$ cat src/inc/amss_pkg.sv
package amss_pkg;
  localparam int ADDR_W = 24;
  localparam int DATA_W = 32;
  localparam int BANK_W = 2;
  localparam int NBANK = 4;
  localparam int CNT_W = 4;
  localparam int FIFO_DEPTH = 4;
  localparam int CMD_W = 1 + BANK_W + ADDR_W + DATA_W;
  // Memory bus clock period in pclk cycles
  localparam int MCLK_DIV = 2;
  localparam logic [7:0] REG_CTRL = 8'h00;
  localparam logic [7:0] REG_CMD = 8'h04;
  localparam logic [7:0] REG_WDATA = 8'h08;
  localparam logic [7:0] REG_RDATA = 8'h0c;
  localparam logic [7:0] REG_STATUS = 8'h10;
  localparam int CTRL_EN = 0;
  localparam int CTRL_PRECHARGE_DISABLE = 1;
  localparam int CTRL_WAIT_LSB = 4;
  localparam int CTRL_RHC_LSB = 8;
  localparam int CTRL_HOLD_LSB = 12;
  localparam int CTRL_IDLE_LSB = 16;
  localparam logic [31:0] CTRL_RESET = 32'h0001_0121;
  localparam int CMD_WRITE_BIT = 31;
  localparam int CMD_BANK_LSB = 24;
  localparam int ST_BUSY = 0;
  localparam int ST_RVALID = 1;
  localparam int ST_FULL = 2;
  localparam int ST_EMPTY = 3;
  // Extra strobe-high gaps, in memory bus clock periods
  localparam logic [CNT_W-1:0] GAP_PRECHARGE_DISABLE = 4'h3;
  localparam logic [CNT_W-1:0] GAP_RD_WR = 4'h4;
  localparam logic [CNT_W-1:0] GAP_WR_RD = 4'h2;
  typedef enum logic [1:0] {
    AMSS_IDLE = 2'b00,
    AMSS_SETUP = 2'b01,
    AMSS_STROBE = 2'b10,
    AMSS_HOLD = 2'b11
  } amss_state_e;
endpackage

$ cat src/rtl/amss_sequencer.sv
// Implementation choices: the register addresses and the APB register port.

module amss_fifo #(
  parameter int WIDTH = 8,
  parameter int DEPTH = 4
) (
  input wire logic clk,
  input wire logic rst_n,
  input wire logic in_valid,
  output logic in_ready,
  input wire logic [WIDTH-1:0] in_data,
  output logic out_valid,
  input wire logic out_ready,
  output logic [WIDTH-1:0] out_data
);
  localparam int PW = $clog2(DEPTH);
  logic [WIDTH-1:0] mem [DEPTH];
  logic [PW-1:0] wp;
  logic [PW-1:0] rp;
  logic [PW:0] level;
  wire push = in_valid && in_ready;
  wire pop = out_valid && out_ready;

  assign in_ready = (level != (PW+1)'(DEPTH));
  assign out_valid = (level != '0);
  assign out_data = mem[rp];

  always_ff @(posedge clk) begin
    if (push) begin
      mem[wp] <= in_data;
    end
  end

  always_ff @(posedge clk or negedge rst_n) begin
    if (!rst_n) begin
      wp <= '0;
      rp <= '0;
      level <= '0;
    end else begin
      if (push) begin
        wp <= (wp == PW'(DEPTH-1)) ? '0 : wp + 1'b1;
      end
      if (pop) begin
        rp <= (rp == PW'(DEPTH-1)) ? '0 : rp + 1'b1;
      end
      level <= level + (PW+1)'(push) - (PW+1)'(pop);
    end
  end
endmodule

module amss_sequencer (
  input wire logic pclk,
  input wire logic presetn,
  input wire logic psel,
  input wire logic penable,
  input wire logic pwrite,
  input wire logic [7:0] paddr,
  input wire logic [31:0] pwdata,
  output logic [31:0] prdata,
  output logic pready,
  output logic pslverr,
  output logic memory_bus_clock,
  output logic [amss_pkg::NBANK-1:0] bank_select_n,
  output logic [amss_pkg::ADDR_W-1:0] mem_addr,
  output logic async_read_strobe_n,
  output logic async_write_strobe_n,
  output logic [amss_pkg::DATA_W-1:0] mem_data_out,
  output logic mem_data_oe,
  input wire logic [amss_pkg::DATA_W-1:0] mem_data_in,
  input wire logic access_extend_ack
);
  localparam int CW = amss_pkg::CNT_W;

  // Registers
  logic [31:0] ctrl;
  logic [31:0] wdata;
  logic [31:0] rdata;
  logic rvalid;

  // Pin synchronisers
  logic ack_s1;
  logic ack_s2;
  logic [amss_pkg::DATA_W-1:0] din_s1;
  logic [amss_pkg::DATA_W-1:0] din_s2;

  // Memory bus clock divider
  logic [$clog2(amss_pkg::MCLK_DIV)-1:0] div_cnt;
  logic tick;

  // Sequencer
  amss_pkg::amss_state_e state;
  amss_pkg::amss_state_e next_state;
  logic [CW-1:0] cnt;
  logic [CW-1:0] gap_cnt;
  logic cur_write;
  logic [amss_pkg::BANK_W-1:0] cur_bank;
  logic last_valid;
  logic last_write;
  logic [amss_pkg::BANK_W-1:0] last_bank;

  // Control fields
  wire en = ctrl[amss_pkg::CTRL_EN];
  wire precharge_disable = ctrl[amss_pkg::CTRL_PRECHARGE_DISABLE];
  wire [CW-1:0] wait_raw = ctrl[amss_pkg::CTRL_WAIT_LSB +: CW];
  wire [CW-1:0] wait_states = (wait_raw == '0) ? CW'(1) : wait_raw;
  wire [CW-1:0] read_hold_count = ctrl[amss_pkg::CTRL_RHC_LSB +: CW];
  wire [CW-1:0] hold_count = ctrl[amss_pkg::CTRL_HOLD_LSB +: CW];
  wire [CW-1:0] idle_count = ctrl[amss_pkg::CTRL_IDLE_LSB +: CW];

  // APB decode
  wire acc = psel && penable;
  wire sel_ctrl = (paddr == amss_pkg::REG_CTRL);
  wire sel_cmd = (paddr == amss_pkg::REG_CMD);
  wire sel_wdata = (paddr == amss_pkg::REG_WDATA);
  wire sel_rdata = (paddr == amss_pkg::REG_RDATA);
  wire sel_status = (paddr == amss_pkg::REG_STATUS);
  wire mapped = sel_ctrl | sel_cmd | sel_wdata | sel_rdata | sel_status;

  // Command FIFO
  logic fifo_in_ready;
  logic fifo_out_valid;
  logic fifo_out_ready;
  logic [amss_pkg::CMD_W-1:0] fifo_out;
  wire cmd_push_req = acc && pwrite && sel_cmd;
  wire [amss_pkg::CMD_W-1:0] fifo_in = {pwdata[amss_pkg::CMD_WRITE_BIT],
    pwdata[amss_pkg::CMD_BANK_LSB +: amss_pkg::BANK_W],
    pwdata[amss_pkg::ADDR_W-1:0], wdata};

  // A full FIFO stalls the APB access rather than dropping the command
  assign pready = !cmd_push_req || fifo_in_ready;
  assign pslverr = acc && !mapped;

  wire wr_en = acc && pready && pwrite && mapped;
  wire rd_rdata = acc && pready && !pwrite && sel_rdata;

  wire busy = (state != amss_pkg::AMSS_IDLE);
  wire [31:0] status = {28'h0000000, !fifo_out_valid, !fifo_in_ready, rvalid, busy};
  assign prdata = !(psel && !pwrite) ? 32'h0000_0000 :
                  sel_ctrl ? ctrl :
                  sel_wdata ? wdata :
                  sel_rdata ? rdata :
                  sel_status ? status : 32'h0000_0000;

  amss_fifo #(
    .WIDTH(amss_pkg::CMD_W),
    .DEPTH(amss_pkg::FIFO_DEPTH)
  ) u_fifo (
    .clk(pclk),
    .rst_n(presetn),
    .in_valid(cmd_push_req),
    .in_ready(fifo_in_ready),
    .in_data(fifo_in),
    .out_valid(fifo_out_valid),
    .out_ready(fifo_out_ready),
    .out_data(fifo_out)
  );

  wire nxt_write = fifo_out[amss_pkg::CMD_W-1];
  wire [amss_pkg::BANK_W-1:0] nxt_bank =
    fifo_out[amss_pkg::ADDR_W + amss_pkg::DATA_W +: amss_pkg::BANK_W];
  wire [amss_pkg::ADDR_W-1:0] nxt_addr =
    fifo_out[amss_pkg::DATA_W +: amss_pkg::ADDR_W];
  wire [amss_pkg::DATA_W-1:0] nxt_data = fifo_out[amss_pkg::DATA_W-1:0];

  // Extra strobe-high periods needed beyond the hold, by access pair
  wire same_bank = (nxt_bank == last_bank);
  wire [CW-1:0] idle_or_3 = (idle_count > amss_pkg::GAP_PRECHARGE_DISABLE) ? idle_count : amss_pkg::GAP_PRECHARGE_DISABLE;
  wire [CW-1:0] idle_or_4 = (idle_count > amss_pkg::GAP_RD_WR) ? idle_count : amss_pkg::GAP_RD_WR;
  wire [CW-1:0] gap_rr = same_bank ? (precharge_disable ? amss_pkg::GAP_PRECHARGE_DISABLE : '0) :
                         (precharge_disable ? idle_or_3 : idle_count);
  wire [CW-1:0] gap_need = !last_valid ? '0 :
                           (last_write ? (nxt_write ? '0 : amss_pkg::GAP_WR_RD) :
                           (nxt_write ? idle_or_4 : gap_rr));
  // Nothing starts unless the port is in asynchronous access mode
  wire start = tick && en && fifo_out_valid && (gap_cnt >= gap_need);

  assign fifo_out_ready = (state == amss_pkg::AMSS_IDLE) && start;

  wire strobe_done = (cnt == CW'(1)) && ack_s2;
  wire hold_done = (cnt == '0);

  always_comb begin
    next_state = state;
    case (state)
      amss_pkg::AMSS_IDLE: begin
        if (start) begin
          next_state = amss_pkg::AMSS_SETUP;
        end
      end
      amss_pkg::AMSS_SETUP: begin
        next_state = amss_pkg::AMSS_STROBE;
      end
      amss_pkg::AMSS_STROBE: begin
        if (strobe_done) begin
          next_state = amss_pkg::AMSS_HOLD;
        end
      end
      amss_pkg::AMSS_HOLD: begin
        if (hold_done) begin
          next_state = amss_pkg::AMSS_IDLE;
        end
      end
      default: begin
        next_state = amss_pkg::AMSS_IDLE;
      end
    endcase
  end

  // Divider for the memory bus clock enable
  always_ff @(posedge pclk or negedge presetn) begin
    if (!presetn) begin
      div_cnt <= '0;
      tick <= 1'b0;
      memory_bus_clock <= 1'b0;
    end else begin
      tick <= (div_cnt == '0);
      div_cnt <= (div_cnt == ($bits(div_cnt))'(amss_pkg::MCLK_DIV - 1)) ? '0 : div_cnt + 1'b1;
      memory_bus_clock <= (div_cnt < ($bits(div_cnt))'(amss_pkg::MCLK_DIV / 2));
    end
  end

  always_ff @(posedge pclk or negedge presetn) begin
    if (!presetn) begin
      ack_s1 <= 1'b1;
      ack_s2 <= 1'b1;
      din_s1 <= '0;
      din_s2 <= '0;
    end else begin
      ack_s1 <= access_extend_ack;
      ack_s2 <= ack_s1;
      din_s1 <= mem_data_in;
      din_s2 <= din_s1;
    end
  end

  always_ff @(posedge pclk or negedge presetn) begin
    if (!presetn) begin
      ctrl <= amss_pkg::CTRL_RESET;
      wdata <= '0;
    end else if (wr_en) begin
      if (sel_ctrl) begin
        ctrl <= pwdata;
      end
      if (sel_wdata) begin
        wdata <= pwdata;
      end
    end
  end

  // Sequencer state and counters
  always_ff @(posedge pclk or negedge presetn) begin
    if (!presetn) begin
      state <= amss_pkg::AMSS_IDLE;
      cnt <= '0;
      gap_cnt <= '0;
      cur_write <= 1'b0;
      cur_bank <= '0;
      last_valid <= 1'b0;
      last_write <= 1'b0;
      last_bank <= '0;
    end else if (tick) begin
      state <= next_state;
      case (state)
        amss_pkg::AMSS_IDLE: begin
          if (gap_cnt != '1) begin
            gap_cnt <= gap_cnt + 1'b1;
          end
          if (start) begin
            cur_write <= nxt_write;
            cur_bank <= nxt_bank;
          end
        end
        amss_pkg::AMSS_SETUP: begin
          cnt <= wait_states;
        end
        amss_pkg::AMSS_STROBE: begin
          if (strobe_done) begin
            cnt <= cur_write ? hold_count : read_hold_count;
          end else if (cnt != CW'(1)) begin
            cnt <= cnt - 1'b1;
          end
        end
        amss_pkg::AMSS_HOLD: begin
          if (hold_done) begin
            gap_cnt <= '0;
            last_valid <= 1'b1;
            last_write <= cur_write;
            last_bank <= cur_bank;
          end else begin
            cnt <= cnt - 1'b1;
          end
        end
        default: begin
          cnt <= '0;
        end
      endcase
    end
  end

  // Pin outputs, all registered
  always_ff @(posedge pclk or negedge presetn) begin
    if (!presetn) begin
      bank_select_n <= '1;
      mem_addr <= '0;
      async_read_strobe_n <= 1'b1;
      async_write_strobe_n <= 1'b1;
      mem_data_out <= '0;
      mem_data_oe <= 1'b0;
    end else if (tick) begin
      case (state)
        amss_pkg::AMSS_IDLE: begin
          if (start) begin
            bank_select_n <= ~(amss_pkg::NBANK'(1) << nxt_bank);
            mem_addr <= nxt_addr;
            mem_data_out <= nxt_data;
          end
        end
        amss_pkg::AMSS_SETUP: begin
          async_read_strobe_n <= cur_write;
          async_write_strobe_n <= !cur_write;
          mem_data_oe <= cur_write;
        end
        amss_pkg::AMSS_STROBE: begin
          if (strobe_done) begin
            async_read_strobe_n <= 1'b1;
            async_write_strobe_n <= 1'b1;
            if (cur_write ? (hold_count == '0) : (read_hold_count == '0)) begin
              bank_select_n <= '1;
              mem_data_oe <= 1'b0;
            end
          end
        end
        amss_pkg::AMSS_HOLD: begin
          if (cnt == CW'(1) || hold_done) begin
            bank_select_n <= '1;
            mem_data_oe <= 1'b0;
          end
        end
        default: begin
          bank_select_n <= '1;
        end
      endcase
    end
  end

  // Read data taken as the read strobe rises; new data wins over a clearing read
  always_ff @(posedge pclk or negedge presetn) begin
    if (!presetn) begin
      rdata <= '0;
      rvalid <= 1'b0;
    end else if (tick && state == amss_pkg::AMSS_STROBE && strobe_done && !cur_write) begin
      rdata <= din_s2;
      rvalid <= 1'b1;
    end else if (rd_rdata) begin
      rvalid <= 1'b0;
    end
  end
endmodule

$ cat config.mk
export PLATFORM = sky130hd
export DESIGN_NAME = amss_sequencer
export DESIGN_NICKNAME = d
export VERILOG_FILES = /design/src/inc/amss_pkg.sv /design/src/rtl/amss_sequencer.sv
export SDC_FILE = /design/constraint.sdc
export NUM_CORES = 1
export LEC_CHECK = 0
export ABC_CLOCK_PERIOD_IN_PS = 4400
export BUFFER_PORTS_ARGS = -buffer_cell sky130_fd_sc_hd__buf_4
export CORE_MARGIN = 2
export CORE_UTILIZATION = 59
export DETAILED_ROUTE_END_ITERATION = 8
export PLACE_DENSITY = 0.77
export SYNTH_ARGS = -nofsm -noshare
export SYNTH_HDL_FRONTEND = slang
export SYNTH_SLANG_ARGS = --single-unit
$ cat constraint.sdc
create_clock -name pclk -period 4.4 [get_ports pclk]
set_input_delay 0.44 -clock pclk [delete_from_list [all_inputs] [get_ports pclk]]
set_output_delay 0.44 -clock pclk [all_outputs]
set_load 0.1 [all_outputs]
; ---- Word-level counts from Yosys, hierarchy flattened
; Memories as Yosys holds them, arrays and structs flattened.
; Index checks and enable logic that the tools add are counted.
[classes]
mux = 47
multipliers = 0
magnitude_cmp = 4
add_sub_neg = 7
reduce_logical = 51
div_mod_pow = 0
shift = 1
n_eq_ne = 22
bitwise_logic = 6
[op_table]
columns = op, n
row1 = $mux 32, 4
row2 = $mux 4, 19
row3 = $pmux 4 s3, 2
row4 = $logic_and 1x1->1, 20
row5 = $eq 8x4->1 const B, 2
row6 = $logic_not 4->1, 4
row7 = $mux 2, 7
row8 = $ne 2x2->1 const B, 6
row9 = $reduce_and 4->1, 3
row10 = $mux 1, 10
row11 = $reduce_and 3->1, 3
row12 = $reduce_bool 3->1, 3
row13 = $eq 2x2->1 const B, 4
row14 = $eq 8x3->1 const B, 1
row15 = $eq 8x5->1 const B, 1
row16 = $logic_not 8->1, 1
row17 = $pmux 2 s4, 1
row18 = $pmux 4 s2, 1
row19 = $reduce_bool 2->1, 4
row20 = $logic_not 1->1, 6
row21 = $ne 3x3->1 const B, 2
row22 = $reduce_and 6->1, 1
row23 = $reduce_and 5->1, 1
row24 = $add 2x1->2 const B, 2
row25 = other kinds (24), 30
[totals]
romBits = 0
in_bits = 78
register_bits = 253
out_inout_bits = 98
word_cells = 167
n_memories = 1
mem_bits_rw = 236
latch_bits = 0
[mem_list]
columns = name, depth, width, rd, rd_ports_with_merged_regs, wr, line
row1 = u_fifo.mem, 4, 59, 1, 0, 1, amss_sequencer.sv:17  ; logic [WIDTH-1:0] mem [DEPTH];

; ---- Depth between registers and ports, before layout
[depth]
depth_word = 12
ltp_mapped = 17
ltp_nobuf = 15

; ---- Cells and area by module
; From an unflattened synthesis, not the netlist that was laid out.
[hier_totals]
hier_cells = 1074
area_unflattened_um2 = 18859.3
[by_module_without_submodules]
columns = mod, seq_area_each_um2, instances, area_per_inst_um2, cells_each
row1 = amss_sequencer, 6120.9, 1, 9863.2, 722
row2 = amss_fifo, 7262.0, 1, 8996.1, 352

; ---- Worst setup path after synthesis
; OpenSTA, ideal clock, no wires.
[synth_timing]
path_kind = input-to-output
startpoint = input paddr[5]
endpoint = output prdata[22]
setup_slack_ns = -2.238
n_path_buf = 2
stages = 6
required_time_ns = 3.960
arrival_ns = 6.198
cell_sequence = or4_4 > nor3_2 > nand2_1 > clkbuf_1 > clkbuf_1 > a2111oi_0
[synth_between]
elab_chain_len = 5
word_cells_on_any_way = 7
classes_between = eq/ne (2) / mux (4) / reduce/logical (1)
[synth_lines]
columns = item, line
row1 = start: declaration, amss_sequencer.sv:57  ; input wire logic [7:0] paddr,
row2 = $eq 8x4->1, amss_sequencer.sv:115  ; wire sel_rdata = (paddr == amss_pkg::REG_RDATA);
row3 = $mux 32, amss_sequencer.sv:141  ; sel_rdata ? rdata :
row4 = $mux 32, amss_sequencer.sv:140  ; sel_wdata ? wdata :
row5 = $mux 32 (*), amss_sequencer.sv:139  ; sel_ctrl ? ctrl :
row6 = $mux 32 (*), amss_sequencer.sv:138  ; assign prdata = !(psel && !pwrite) ? 32'h0000_0000 :
row7 = end: declaration, amss_sequencer.sv:59  ; output logic [31:0] prdata,
; Mark *: on every way between the ends. The rest lies on a longest branch, timed or not.

; ---- Worst setup path after layout
[layout_timing]
startpoint = register u_fifo.rp[0]
endpoint = register u_fifo.level[2]
[layout_between]
elab_chain_len = 11
word_cells_on_any_way = 12
classes_between = add/sub (1) / order compare (1) / eq/ne (1) / mux (5) / reduce/logical (3) / memory (1)
[layout_lines]
columns = item, line
row1 = start: declaration, amss_sequencer.sv:19  ; logic [PW-1:0] rp;
row2 = start signal: assignment, amss_sequencer.sv:44  ; rp <= (rp == PW'(DEPTH-1)) ? '0 : rp + 1'b1;
row3 = $mem_v2 4x59 (*), -
row4 = $eq 2x2->1, amss_sequencer.sv:166  ; wire same_bank = (nxt_bank == last_bank);
row5 = $mux 4, amss_sequencer.sv:169  ; wire [CW-1:0] gap_rr = same_bank ? (precharge_disable ? amss_pkg::GAP_PRECHARGE_DISABLE : '0) :
row6 = $mux 4, amss_sequencer.sv:173  ; (nxt_write ? idle_or_4 : gap_rr));
row7 = $mux 4 (*), amss_sequencer.sv:172  ; (last_write ? (nxt_write ? '0 : amss_pkg::GAP_WR_RD) :
row8 = $mux 4 (*), amss_sequencer.sv:171  ; wire [CW-1:0] gap_need = !last_valid ? '0 :
row9 = $ge 4x4->1 (*), amss_sequencer.sv:175  ; wire start = tick && en && fifo_out_valid && (gap_cnt >= gap_need);
row10 = $logic_and 1x1->1 (*), amss_sequencer.sv:175
row11 = $logic_and 1x1->1 (*), amss_sequencer.sv:177  ; assign fifo_out_ready = (state == amss_pkg::AMSS_IDLE) && start;
row12 = $logic_and 1x1->1 (*), amss_sequencer.sv:22  ; wire pop = out_valid && out_ready;
row13 = $sub 3x1->3 (*), amss_sequencer.sv:46  ; level <= level + (PW+1)'(push) - (PW+1)'(pop);
row14 = end signal: assignment, amss_sequencer.sv:46
row15 = end: declaration, amss_sequencer.sv:20  ; logic [PW:0] level;
; Marked as above.
; A chain may end at the register's enable or synchronous reset.

==> results by group <==
GRT
  – First-pass GRT wire length: 62100 µm
  – Initial antenna violation count: 0
  – Number of global-route vias before repair: ~11000
  – GR Overflow Total: 0
  – GRT Util Overall: roughly a quarter
  – Pin count of the biggest net entering global routing: approximately 120

Floorplan
  – Site Rows: 65
  – Die width: around 180 µm
  – Die height: 183 µm
  – Die Footprint: between 30000 and 40000 µm²
  – Placeable Area: roughly 31000 µm²
  – Starting Density: around three fifths
  – Top Ports: ~180

Clocking
  – H-tree level count: 2
  – CTS tree: yes
  – Post-CTS Hold Buffers: 33
  – PostCTS Resize Cnt: 0
  – Clock net sink count: 487
  – CTS Buffer Depth: 3
  – Reg clk slew, reported paths: about 60 ps
  – Root Driver: clkbuf_16
  – TritonCTS Buffers: 47
  – Worst-Skew Late Latency: roughly 560 ps
  – Post CTS Setup Buffer Count: 0

Critical path
  – RR Startpoint: u_fifo.rp[0]$_DFFE_PN0P_
  – FF-to-FF path depth: 15
  – CP max FO: 6
  – Critical Path Start Type: register
  – Crit path DAT: about 4300 ps
  – Worst reg-to-reg setup slack: ~540 ps
  – FF-to-FF End: u_fifo.level[2]$_DFF_PN0_
  – Crit. End Element: register
  – WP data required: 4850 ps
  – Crit path kind: reg2reg

Yosys
  – Synthesized area: about 19000 µm²
  – Ys flop type: dfrtp_1
  – Adder-Cell Fraction of Synth Area: under 10%
  – Top post-synthesis cells by area: edfxtp_1, dfrtp_1, mux2_2, mux4_2, mux2_4
  – Synth Area in Compound Gates: under 10%
  – Synth Net Count: roughly 1200
  – Number of flops mapped to enable cells by yosys: 236
  – Post-synthesis sequential area ratio: 71.0%
  – Post-synthesis simple-gate area fraction: ~4.6%
  – Leading area contributor after synthesis: edfxtp_1
  – Largest family of logic cells by synthesized area: multiplexers
  – Synth Area per Inst: between 15 and 20 µm²
  – Post-synthesis xor/xnor area fraction: less than 1%
  – Yosys warning count: 0
  – Synth async-reset ratio: between 50 and 60%
  – Gate count after technology mapping: 1080
  – Post-synth top area share: between 30% and 40%
  – Post-synthesis mux area share: between 15 and 20%
  – Synth cell types: between 50 and 60
  – Synth Register Bits: a little under 500

Routing
  – Vias/cell: around 5.9
  – DRC viols: 0
  – Routed Antenna Nets: 0
  – DRT Pass-1 Iters: 6
  – Wirelength per Cell: approximately 23 µm
  – Post-Route WL: ~40000 µm
  – Vias post-DR: 10300
  – DRT iter0 DRCs: between 1000 and 1500

Pwr
  – Maximum VDD drop: approximately 0.54 mV
  – Power per cell area: approximately 480 nW/µm²
  – P_sw: 2680 µW
  – Net Sw Frac: between 20 and 25%
  – Power, Total: 10900 µW
  – Clock power share: about two fifths
  – Internal power: between 8000 and 9000 µW
  – Logic pwr share: between 10% and 20%
  – Sequential power share: between 40 and 50%
  – LEAKAGE: about 0.0098 µW

Timing
  – Clock skew: roughly 15 ps
  – Rel. slew slack: 28.5%
  – Pins Over Slew Limit: 0
  – Achievable Freq: 0.259 GHz
  – Crit path setup slack, layout: ~540 ps
  – RSZ-0062 raised after global routing: no
  – Worst hold slack: -21.8 ps
  – Fin crit share: 87.8%
  – Final hold vios: 27
  – Final Setup Violations: 0
  – Tmin final: 3860 ps
  – Slew @ Worst Pin: 1070 ps

Layout
  – Layout cell share with drive strength beyond 1: around 40%
  – Post-layout instance area: approximately 23000 µm²
  – Fill cells: between 1500 and 2000
  – Final net count: 1398
  – Antenna diodes: 0
  – Area Growth Syn to Fin: 21.1%

Placement
  – Post-DP HPWL: 24200 µm
  – GPL Wtd Cong: ~0.9
  – Pre-CTS setup slack: 556 ps
  – Post-DP Area: between 20000 and 25000 µm²
  – PortBufs: approximately 180

Hold path
  – HP Class: in2async

Outcome
  – Outcome: finished, violations left
  – Failing checks: hold timing

Run
  – # Max-Cap Violations: 0
[layer usage]
layer  up-vias  global-route usage, %  part of all wire, %
li1       4529                      -                    -
met1      5313                   36.7                   44
met2       369                   38.4                   48
met3        63                   4.29                  6.0
met4         0                   6.77                  2.4
met5         -                      0                    0
[cell usage after synthesis (all sizes together), types with 3 or more instances]
master and n:
a31oi 3, o22a 3, inv 18, o21ai 13, dfstp 12, a2111oi 28, a21oi 14, nand2 50
dfrtp 239, nor3b 3, or4 3, nand2b 9, buf 21, nor3 8, and2 5, nand4 4
mux2 170, ha 18, edfxtp 236, clkbuf 32, xnor2 3, nand3 3, nor2 81, mux4 59
nor2b 8
[state kept, by name (all words and copies together), names as in the netlist, 24 cells and up]
name and count:
wdata 32, u_fifo.mem 236, mem_data_out 32, din_s2 32, din_s1 32, mem_addr 24
ctrl 32, rdata 32
[through the flow]
stage	util [%]	cells	hold WS, ps	setup TNS (ps)
floorplan	-	1080	144	-14840
global placement	65.9	1621	333	0
detailed placement	65.9	1621	335	0
CTS	72.5	1742	52.3	0
global route	72.5	1742	78.3	0
finish	72.5	1742	-21.8	0
[cells by family after synthesis]
kind of cell    after synthesis
simple gates                186
mux                         231
buf+inv                      71
xor+xnor                      5
fa+ha+maj                    19
flops                       487
compound gates               81
[cell usage in the layout (no fill, tap or decap), drive strengths merged, types with 3 or more instances in the layout]
master	count
a2111oi	28
a21oi	14
a31oi	3
and2	5
buf	192
bufinv	5
clkbuf	72
clkinv	8
dfrtp	239
dfstp	12
dlygate4sd3	33
edfxtp	236
ha	18
inv	19
mux2	170
mux4	59
nand2	50
nand2b	9
nand3	3
nand4	4
nor2	81
nor2b	8
nor3	8
nor3b	3
o21ai	13
o22a	3
or4	3
xnor2	3
[worst max-delay path by stage]
stage                        startpoint  slack (ps)                   endpoint
2_1_floorplan                  paddr[5]        -930                 prdata[22]
3_3_place_gp   u_fifo.rp[0]$_DFFE_PN0P_         630  u_fifo.level[2]$_DFF_PN0_
3_5_place_dp   u_fifo.rp[0]$_DFFE_PN0P_         560  u_fifo.level[2]$_DFF_PN0_
4_1_cts        u_fifo.rp[0]$_DFFE_PN0P_         530  u_fifo.level[2]$_DFF_PN0_
5_1_grt        u_fifo.rp[0]$_DFFE_PN0P_         310  u_fifo.level[2]$_DFF_PN0_
6_report       u_fifo.rp[0]$_DFFE_PN0P_         540  u_fifo.level[2]$_DFF_PN0_
[worst max-delay path, cell delays in order (launching register included)]
cell and delay (ps):
dfrtp_4 450, mux4_2 580, xnor2_1 220, nand2_1 110
or2_1 260, a41o_1 250, ha_1 270, nor2b_1 100
o21ai_0 110, a21oi_1 270, nor2_4 80, ha_1 280
inv_1 40, ha_1 200, fa_1 400, xnor2_1 130
[power groups by stage]
stage | sequential (µW) | combinational [µW] | clock (µW)
4_1_cts | 5110 | 1380 | 4450
6_report | 5110 | 1380 | 4390
2_1_floorplan | 5380 | 752 | 0
5_1_grt | 5140 | 1510 | 4650
3_3_place_gp | 5180 | 1320 | 0
3_5_place_dp | 5200 | 1340 | 0
[cell type report]
| type | instances | area (µm²) | area share [%] |
|---|---|---|---|
| Sequential cell | 487 | 13400 | 58.7 |
| Multi-Input combinational cell | 522 | 5240 | 23.0 |
| Timing Repair Buffer | 225 | 1870 | 8.18 |
| Clock buffer | 72 | 1530 | 6.69 |
| Tap cell | 402 | 503 | 2.20 |
| Clock inverter | 16 | 225 | 0.987 |
| Inverter | 18 | 67.6 | 0.296 |
Power figures use the tool's default switching activity.
